===== src/pkg/dfo_defs.svh =====
// constants for the decrement-file-register execution datapath
// assumes one mclk_i edge per phase, four phases per instruction cycle
// Notes on behaviour
// RULE1: recognise fixed opcode bits, then destination bit, then seven-bit file address
// RULE2: read the addressed file register and compute its contents minus one
// RULE3: destination bit clear: result goes to accumulator, file register untouched
// RULE4: destination bit set: result written back into the same file register
// RULE5: decode, read, arithmetic, write in four sequential phases of one cycle
// RULE6: only the zero flag changes; every other status bit is kept
// RULE7: zero flag set when the 8-bit result is zero, else cleared
`ifndef DFO_DEFS_SVH
`define DFO_DEFS_SVH
`define DFO_OPC_HI 13
`define DFO_OPC_LO 8
`define DFO_OPC_VAL 6'h03
`define DFO_DEST_BIT 7
`define DFO_ADDR_HI 6
`define DFO_ADDR_LO 0
`define DFO_Z_BIT 2
`define DFO_W_RST 8'h00
`define DFO_STATUS_RST 8'h00
`define DFO_DEC_STEP 8'h01
`endif


===== src/pkg/dfo_pkg.sv =====
// types shared by the decrement datapath modules
// assumes dfo_defs.svh is on the include path
package dfo_pkg;
    typedef enum logic [1:0] {
        DFO_Q1 = 2'b00,
        DFO_Q2 = 2'b01,
        DFO_Q3 = 2'b10,
        DFO_Q4 = 2'b11
    } dfo_phase_t;
endpackage : dfo_pkg


===== src/rtl/dfo_dec.sv =====
// decrement-by-one unit with zero detect
// assumes a purely combinational use inside one phase
`timescale 1ns/1ps
`include "dfo_defs.svh"
module dfo_dec #(
    parameter int DW = 8
) (
    input wire logic [DW-1:0] a_i,
    output logic [DW-1:0] y_o,
    output logic zero_o
);
    // wraps 0x00 to all ones, as the core does
    assign y_o = a_i - DW'(`DFO_DEC_STEP); // RULE2
    assign zero_o = (y_o == '0); // RULE7
endmodule : dfo_dec


===== src/rtl/dfo_exec.sv =====
// execution datapath of the decrement-file-register instruction
// assumes file memory answers reads in the same phase and the core
// presents the instruction word during the first phase
`timescale 1ns/1ps
`include "dfo_defs.svh"
module dfo_exec #(
    parameter int DW = 8,
    parameter int AW = 7,
    parameter int IW = 14
) (
    input wire logic mclk_i,
    input wire logic arst_n_i,
    input wire logic instr_valid_i,
    input wire logic [IW-1:0] instr_i,
    input wire logic [DW-1:0] file_rd_data_i,
    input wire logic [DW-1:0] status_i,
    output dfo_pkg::dfo_phase_t phase_o,
    output logic op_active_o,
    output logic file_rd_en_o,
    output logic [AW-1:0] file_addr_o,
    output logic file_wr_en_o,
    output logic [DW-1:0] file_wr_data_o,
    output logic [DW-1:0] w_o,
    output logic status_wr_en_o,
    output logic [DW-1:0] status_wr_data_o
);
    import dfo_pkg::*;

    typedef struct packed {
        dfo_phase_t phase;
        logic op;
        logic dest;
        logic [AW-1:0] addr;
        logic [DW-1:0] operand;
        logic [DW-1:0] result;
        logic [DW-1:0] status;
        logic [DW-1:0] w;
    } dfo_state_t;

    dfo_state_t state_q;
    dfo_state_t state_d;
    logic [DW-1:0] dec_y;
    logic dec_zero;
    logic opc_hit;

    dfo_dec #(
        .DW(DW)
    ) u_dec (
        .a_i(state_q.operand),
        .y_o(dec_y),
        .zero_o(dec_zero)
    );

    assign opc_hit = instr_valid_i &&
        (instr_i[`DFO_OPC_HI:`DFO_OPC_LO] == `DFO_OPC_VAL); // RULE1

    always_comb begin
        state_d = state_q;
        // free-running phase counter, one step per clock
        case (state_q.phase)
            DFO_Q1: begin
                state_d.phase = DFO_Q2; // RULE5
                state_d.op = opc_hit; // RULE1
                if (opc_hit) begin
                    state_d.dest = instr_i[`DFO_DEST_BIT];
                    state_d.addr = instr_i[`DFO_ADDR_HI:`DFO_ADDR_LO];
                end
            end
            DFO_Q2: begin
                state_d.phase = DFO_Q3; // RULE5
                if (state_q.op) begin
                    state_d.operand = file_rd_data_i; // RULE2
                end
            end
            DFO_Q3: begin
                state_d.phase = DFO_Q4; // RULE5
                if (state_q.op) begin
                    state_d.result = dec_y; // RULE2
                    // status sampled late so earlier writes by the core are kept
                    state_d.status = status_i; // RULE6
                    state_d.status[`DFO_Z_BIT] = dec_zero; // RULE7
                end
            end
            DFO_Q4: begin
                state_d.phase = DFO_Q1; // RULE5
                if (state_q.op && !state_q.dest) begin
                    state_d.w = state_q.result; // RULE3
                end
                state_d.op = 1'b0;
            end
            default: begin
                state_d.phase = DFO_Q1;
                state_d.op = 1'b0;
            end
        endcase
    end

    always_ff @(posedge mclk_i or negedge arst_n_i) begin
        if (!arst_n_i) begin
            state_q.phase <= DFO_Q1;
            state_q.op <= 1'b0;
            state_q.dest <= 1'b0;
            state_q.addr <= '0;
            state_q.operand <= '0;
            state_q.result <= '0;
            state_q.status <= DW'(`DFO_STATUS_RST);
            state_q.w <= DW'(`DFO_W_RST);
        end else begin
            state_q <= state_d;
        end
    end

    assign phase_o = state_q.phase;
    assign op_active_o = state_q.op;
    assign file_addr_o = state_q.addr;
    assign file_wr_data_o = state_q.result;
    assign w_o = state_q.w;
    assign status_wr_data_o = state_q.status;
    assign file_rd_en_o = state_q.op && (state_q.phase == DFO_Q2); // RULE2
    // write strobes only in the last phase
    assign file_wr_en_o = state_q.op && state_q.dest && (state_q.phase == DFO_Q4); // RULE4
    assign status_wr_en_o = state_q.op && (state_q.phase == DFO_Q4); // RULE7

    // assertions, sampled on every phase edge
    localparam logic [DW-1:0] ZMASK = DW'(1) << `DFO_Z_BIT;
endmodule : dfo_exec


===== config.mk =====
export PLATFORM = sky130hd
export DESIGN_NAME = dfo_exec
export DESIGN_NICKNAME = d
export VERILOG_FILES = /design/src/pkg/dfo_pkg.sv /design/src/rtl/dfo_dec.sv /design/src/rtl/dfo_exec.sv
export VERILOG_INCLUDE_DIRS = /design/src /design/src/pkg
export SDC_FILE = /design/constraint.sdc
export NUM_CORES = 1
export LEC_CHECK = 0
export BUFFER_PORTS_ARGS = -buffer_cell sky130_fd_sc_hd__buf_2
export CORE_UTILIZATION = 50
export DETAILED_ROUTE_END_ITERATION = 16
export HOLD_SLACK_MARGIN = 0.1
export PLACE_DENSITY = 0.82
export SLEW_MARGIN = 15
export SYNTH_ARGS = -nofsm -noshare
export SYNTH_HDL_FRONTEND = slang
export SYNTH_HIERARCHICAL = 1
export SYNTH_SLANG_ARGS = --single-unit

===== constraint.sdc =====
create_clock -name mclk_i -period 1.7 [get_ports mclk_i]
set_input_delay 0.34 -clock mclk_i [delete_from_list [all_inputs] [get_ports mclk_i]]
set_output_delay 0.34 -clock mclk_i [all_outputs]
set_load 0.05 [all_outputs]

==> summary.txt, run 1 <==
GRT
  • Global-route wire length before repair: 5320 µm
  • Number of global-route vias before repair: 1173
  • Grt total ovfl: 0
  • Largest net degree at the start of global routing: 27
  • Initial antenna violation count: 0
  • Overall routing resource usage: 16.4%

Pwr
  • Max IR drop VDD: 0.381 mV
  • LEAKAGE: 0.00134 µW
  • Power Density: 852 nW/µm²

Detailed routing
  • Remaining antenna violation count after routing: 0
  • Drt pass-1 iters: 5
  • DRC Markers: 0
  • Vias: 1228
  • DRT iter0 DRCs: 32
  • Drt wl/cell: 13.1 µm
  • Final wirelength: 3350 µm
  • Via density: 4.82

Logic synthesis
  • Leading area contributor after synthesis: dfrtp_1
  • Count leader, synth: dfrtp_1
  • Synth warn: 6
  • Syn avg cell area: 13.3 µm²
  • Post-synth top area share: 51.0%
  • Largest family of logic cells by synthesized area: multiplexers
  • Ys flop type: dfrtp_1
  • Post-Syn Instances: 159
  • Area contributors post-synth: dfrtp_1, mux2_2, buf_4
  • Post-synthesis sequential area ratio: 51.0%
  • Synth Area in XOR/XNOR: 2.08%
  • Post-synthesis adder-cell area fraction: 4.15%
  • Multiplexer share of the synthesized area: 21.4%
  • Synthesized cell area: 2110 µm²
  • Post-synth EDFFs: 0
  • #FFs+latches synth: 43
  • Syn Nets: 199
  • Most instantiated cells after synthesis: dfrtp_1, mux2_2, buf_4
  • Synth unique cells: 25
  • Complex-gate fraction of the synthesized area: 0.831%
  • Post-Synth Simple-Gate Area: 6.71%
  • Post-synth ARST share: 100%

Worst setup path
  • CP Buf/Inv Count: 1
  • Crit Path Class: register to output pin
  • Cell family with most CP delay: flip-flops
  • Critical Path Fanout Max: 4
  • Reg-to-reg startpoint: state_q[27]$_DFFE_PN0P_
  • Slowest cell delay on critical path: 0.42 ns
  • CP Data Arrival Time: 1.29 ns
  • CP endpoint kind: output pin
  • Startpoint Class: register
  • RR Endpoint: file_wr_data_o[5]$_DFFE_PN0P_
  • Worst Path Required: 1.36 ns
  • Worst reg-to-reg setup slack: 0.08 ns
  • R2R depth: 4
  • Slowest CP cell: dfrtp_1
  • Crit path cell chain: ha_2, and3_1, clkbuf_4

Hold path
  • Hold WC Path Type: primary input to register
  • Worst hold start: instr_i[6]
  • WHS Endpoint: file_addr_o[6]$_DFFE_PN0P_
  • Hold Path Depth: 2

Clock tree
  • Root buffer cell: clkbuf_8
  • Clock Latency Late Sink: 0.28 ns
  • CTS tree: yes
  • CTS sink cnt: 43
  • Post-CTS Setup Inserts: 0
  • # H-tree levels: 2
  • Cts bufs inserted: 5
  • CTS Buffer Depth: 2
  • CTS clk-pin slew, worst paths: 0.07 ns

Floorplanning
  • I/O pins: 70
  • Die Y: 66.9 µm
  • Die X: 66.9 µm
  • Initial core utilization: 52.3%
  • Row count: 23
  • Die area: 4480 µm²
  • Core region area: 4030 µm²

Timing
  • Fin crit period: 1.63 ns
  • Final WS setup: 0.0673 ns
  • Period utilization: 96.0%
  • Least-Margin Pin Slew: 0.421 ns
  • Clk_skew: 0.00299 ns
  • Fmax: 0.613 GHz
  • Relative slew slack: 72.0%
  • Final Hold Vio Count: 0
  • Final Max Slew Viols: 0
  • Endpoints failing setup: 0

Final layout
  • Layout area overhead: 15.5%
  • Area of the multi-input gates: 751 µm²
  • Fillers: 347
  • Layout cell share with drive strength beyond 1: 63.4%
  • Register area: 1080 µm²
  • N_diodes: 0
  • # nets final: 244
  • Final Util: 60.4%

Run status
  • Status: complete, no violations

Placement
  • Post-DP HPWL: 2560 µm
  • GPL Wtd Cong: 0.788
  • Input/output buffers: 68
  • Pre-CTS WS: 0.0989 ns

Job
  • Max-Cap Viols: 0
==> state kept, by name (all words and copies together) (netlist names) <==
| name | count |
|---|---|
| file_wr_data_o | 8 |
| w_o | 8 |
| state_q | 9 |
| op_active_o | 1 |
| file_addr_o | 7 |
| status_wr_data_o | 8 |
| phase_o | 2 |
==> through the flow <==
step,setup TNS (ns),instances,power (µW),hold slack (ns),cell area [µm²]
finish,0,255,2070,0.280,2430
global route,-0.0105,255,2170,0.263,2430
CTS,0,255,2100,0.274,2420
detailed placement,0,246,1410,0.299,2310
global placement,0,246,1400,0.300,2310
floorplan,0,159,1340,0.0444,2110
==> layer usage <==
| metal | up-vias | part of all wire [%] | global-route usage [%] |
|---|---|---|---|
| met5 | - | 0 | 0 |
| met4 | 0 | 1.3 | 5.59 |
| met3 | 4 | 3.4 | 5.14 |
| met2 | 24 | 51 | 26.8 |
| met1 | 603 | 44 | 20.5 |
| li1 | 597 | - | - |
==> cells in the final DEF, fill, tap and decap left out, types with 2 or more instances in the layout <==
| master | n |
|---|---|
| dfrtp_1 | 41 |
| and3_1 | 2 |
| clkbuf_8 | 7 |
| inv_1 | 6 |
| buf_2 | 65 |
| dfrtp_2 | 2 |
| mux2_2 | 40 |
| nand2_1 | 3 |
| xor2_1 | 3 |
| buf_4 | 5 |
| ha_1 | 6 |
| xnor2_1 | 2 |
| nor2_1 | 4 |
| buf_12 | 2 |
==> worst max-delay path by stage <==
| stage | depth (start not counted) | end | from |
|---|---|---|---|
| 2_1_floorplan | 5 | w_o[0]$_DFFE_PN0P_ | phase_o[0]$_DFF_PN0_ |
| 3_3_place_gp | 4 | file_wr_data_o[7]$_DFFE_PN0P_ | state_q[27]$_DFFE_PN0P_ |
| 3_5_place_dp | 4 | file_wr_data_o[7]$_DFFE_PN0P_ | state_q[27]$_DFFE_PN0P_ |
| 4_1_cts | 3 | status_wr_en_o | phase_o[0]$_DFF_PN0_ |
| 5_1_grt | 5 | file_rd_en_o | phase_o[1]$_DFF_PN0_ |
| 6_report | 3 | file_wr_en_o | phase_o[0]$_DFF_PN0_ |
==> cell type report <==
class / instances / area share [%]
clock buffer: 8 / 4.11
timing repair buffer: 74 / 17.3
sequential: 43 / 44.3
multi-input combinational: 74 / 30.8
tap: 50 / 2.57
inverter: 6 / 0.925
==> logic make-up after synthesis <==
kind of cell / Yosys count
buf+inv: 42
flops: 43
mux: 40
xor+xnor: 5
fa+ha+maj: 7
compound gates: 2
simple gates: 20
==> report_power, final <==
group	leakage (µW)	total [µW]	internal, µW	switching (µW)
logic	0.000728	284	106	179
clock network	0.0000515	682	370	312
registers	0.000556	1110	1070	38.9
==> worst register-to-register path, stage by stage (launching register included) <==
cell and delay (ns):
dfrtp_1 0.41, or4_4 0.58, nor2_1 0.18, xor2_1 0.09, mux2_2 0.26
==> timing repair <==
action / 4_1_cts / 5_1_grt
endpoints found under the hold margin: 17 / 0
resized for setup: 0 / 8
hold buffers: 1 / 0
endpoints found under the setup margin: 0 / 4
No activity file was read; power rests on OpenSTA's default activity.
==> run 2: changes to the inputs <==
--- a/config.mk
+++ b/config.mk
@@ -11,6 +11,7 @@
 export DETAILED_ROUTE_END_ITERATION = 16
 export HOLD_SLACK_MARGIN = 0.1
 export PLACE_DENSITY = 0.82
+export REMOVE_ABC_BUFFERS = 1
 export SLEW_MARGIN = 15
 export SYNTH_ARGS = -nofsm -noshare
 export SYNTH_HDL_FRONTEND = slang
==> run 2 against run 1 <==
Against the previous run: wire length down 1.4%; global-route usage rose by 0.24 points; clock skew grew 0.00054 ns; critical endpoint unchanged; largest power group unchanged; highest routed layer unchanged.
==> summary.txt, run 2 (same netlist as run 1, synthesis figures left out) <==
Detailed routing
  • Drt wl/cell: 12.8 µm (was 13.1 µm)
  • Remaining antenna violation count after routing: 0 (unchanged)
  • Drt pass-1 iters: 4 (was 5)
  • Final wirelength: 3300 µm (was 3350 µm)
  • DRT iter0 DRCs: 49 (was 32)
  • Vias: 1248 (was 1228)
  • Via density: 4.86 (was 4.82)
  • DRC Markers: 0 (unchanged)

Floorplanning
  • Initial core utilization: 52.3% (unchanged)
  • Die area: 4480 µm² (unchanged)
  • Die Y: 66.9 µm (unchanged)
  • I/O pins: 70 (unchanged)
  • Row count: 23 (unchanged)
  • Core region area: 4030 µm² (unchanged)
  • Die X: 66.9 µm (unchanged)

Placement
  • Pre-CTS WS: 0.108 ns (was 0.0989 ns)
  • Post-DP HPWL: 2460 µm (was 2560 µm)
  • GPL Wtd Cong: 0.777 (was 0.788)
  • Input/output buffers: 68 (unchanged)

GRT
  • Overall routing resource usage: 16.7% (was 16.4%)
  • Grt total ovfl: 0 (unchanged)
  • Global-route wire length before repair: 5540 µm (was 5320 µm)
  • Initial antenna violation count: 0 (unchanged)
  • Largest net degree at the start of global routing: 44 (was 27)
  • Number of global-route vias before repair: 1256 (was 1173)

Clock tree
  • CTS sink cnt: 43 (unchanged)
  • CTS clk-pin slew, worst paths: 0.07 ns (about the same)
  • # H-tree levels: 2 (unchanged)
  • CTS tree: yes (unchanged)
  • Cts bufs inserted: 5 (unchanged)
  • Clock Latency Late Sink: 0.29 ns (was 0.28 ns)
  • Root buffer cell: clkbuf_8 (unchanged)
  • CTS Buffer Depth: 2 (unchanged)

Job
  • Max-Cap Viols: 0 (unchanged)

Worst setup path
  • Slowest cell delay on critical path: 0.42 ns (about the same)
  • RR Endpoint: file_wr_data_o[7]$_DFFE_PN0P_ (was file_wr_data_o[5]$_DFFE_PN0P_)
  • Cell family with most CP delay: flip-flops (unchanged)
  • R2R depth: 4 (unchanged)
  • Critical Path Fanout Max: 4 (unchanged)
  • Slowest CP cell: dfrtp_1 (unchanged)
  • CP endpoint kind: output pin (unchanged)
  • CP Data Arrival Time: 1.27 ns (was 1.29 ns)
  • Crit path cell chain: ha_2, and3_1, buf_4 (was ha_2, and3_1, clkbuf_4)
  • Reg-to-reg startpoint: state_q[27]$_DFFE_PN0P_ (unchanged)
  • Worst Path Required: 1.36 ns (about the same)
  • CP Buf/Inv Count: 1 (unchanged)
  • Crit Path Class: register to output pin (unchanged)
  • Startpoint Class: register (unchanged)
  • Worst reg-to-reg setup slack: 0.11 ns (was 0.08 ns)

Hold path
  • Hold WC Path Type: primary input to asynchronous set/reset pin (was primary input to register)

Final layout
  • # nets final: 246 (was 244)
  • Layout area overhead: 16.3% (was 15.5%)
  • Commonest cells after routing, fill and taps aside: buf_2, dfrtp_1, mux2_2 (unchanged)
  • Reg with most FFs: state_q (unchanged)
  • Fillers: 329 (was 347)
  • Max FFs per register: 9 (unchanged)
  • Commonest non-fill, non-tap cell in the layout: buf_2 (unchanged)
  • Final Util: 60.9% (was 60.4%)
  • N_diodes: 0 (unchanged)
  • Layout cell share with drive strength beyond 1: 63.3% (was 63.4%)

Pwr
  • Power Density: 848 nW/µm² (was 852 nW/µm²)
  • Max IR drop VDD: 0.540 mV (was 0.381 mV)
  • LEAKAGE: 0.00135 µW (was 0.00134 µW)

Timing
  • Relative slew slack: 64.3% (was 72.0%)
  • Fmax: 0.620 GHz (was 0.613 GHz)
  • Least-Margin Pin Slew: 0.536 ns (was 0.421 ns)
  • Post-Route Setup TNS: 0 ns (unchanged)
  • Period utilization: 94.8% (was 96.0%)
  • Final Hold Vio Count: 0 (unchanged)
  • Final WS setup: 0.0884 ns (was 0.0673 ns)
  • Setup repair after global routing missed its margin: no
  • Fin crit period: 1.61 ns (was 1.63 ns)
  • Endpoints failing setup: 0 (unchanged)
  • Clk_skew: 0.00353 ns (was 0.00299 ns)
  • Final Max Slew Viols: 0 (unchanged)

Run status
  • Status: complete, no violations (unchanged)
run 2: cell types whose count changed in the layout (fill, tap and decap cells not counted), sizes merged:
cell / previous run / this run
clkbuf: 9 / 8
buf: 72 / 76
dlygate4sd3: 1 / 0
run 2: layout make-up:
cell class | instances | area (µm²) | share of cell area [%]
inverter | 6 | 22.5 | 0.918
timing repair buffer | 76 | 440 | 18.0
tap | 50 | 62.6 | 2.55
multi-input combinational | 74 | 749 | 30.6
clock buffer | 8 | 100 | 4.08
sequential | 43 | 1080 | 43.9
run 2: metal layers:
layer | up-vias | global-route usage, % | part of all wire [%]
met5 | - | 0 | 0
met4 | 0 | 7.18 | 1.7
met3 | 5 | 3.08 | 4.1
met2 | 40 | 28.4 | 51
met1 | 611 | 20.4 | 44
li1 | 592 | - | -
run 2: where the power goes:
group / leakage [µW] / switching [µW] / internal, µW
logic: 0.000740 / 178 / 106
registers: 0.000558 / 37.8 / 1070
clock network: 0.0000515 / 318 / 371
run 2: worst max-delay path by stage:
stage | startpoint | to | slack (ns) | depth (start not counted)
after global routing | phase_o[1]$_DFF_PN0_ | file_rd_en_o | 0.02 | 5
after CTS | phase_o[0]$_DFF_PN0_ | status_wr_en_o | 0.01 | 3
after floorplan | phase_o[1]$_DFF_PN0_ | w_o[0]$_DFFE_PN0P_ | -0.39 | 4
final | phase_o[0]$_DFF_PN0_ | file_wr_en_o | 0.09 | 3
after detailed placement | state_q[27]$_DFFE_PN0P_ | file_wr_data_o[7]$_DFFE_PN0P_ | 0.11 | 4
after global placement | state_q[27]$_DFFE_PN0P_ | file_wr_data_o[7]$_DFFE_PN0P_ | 0.12 | 4
run 2: repair_timing:
item | in CTS | in global routing
hold buffers | 0 | 0
buffers inserted | 0 | 2
endpoints found under the setup margin | 0 | 5
gates resized for setup | 0 | 11
run 2: metrics by stage:
step | std cells | cell area (µm²) | power (µW) | hold slack, ns
after floorplan | 123 | 1840 | 1300 | 0.0444
after global placement | 247 | 2310 | 1400 | 0.436
after global routing | 257 | 2450 | 2170 | 0.169
final | 257 | 2450 | 2080 | 0.105
after detailed placement | 247 | 2310 | 1410 | 0.447
after CTS | 255 | 2410 | 2100 | 0.136
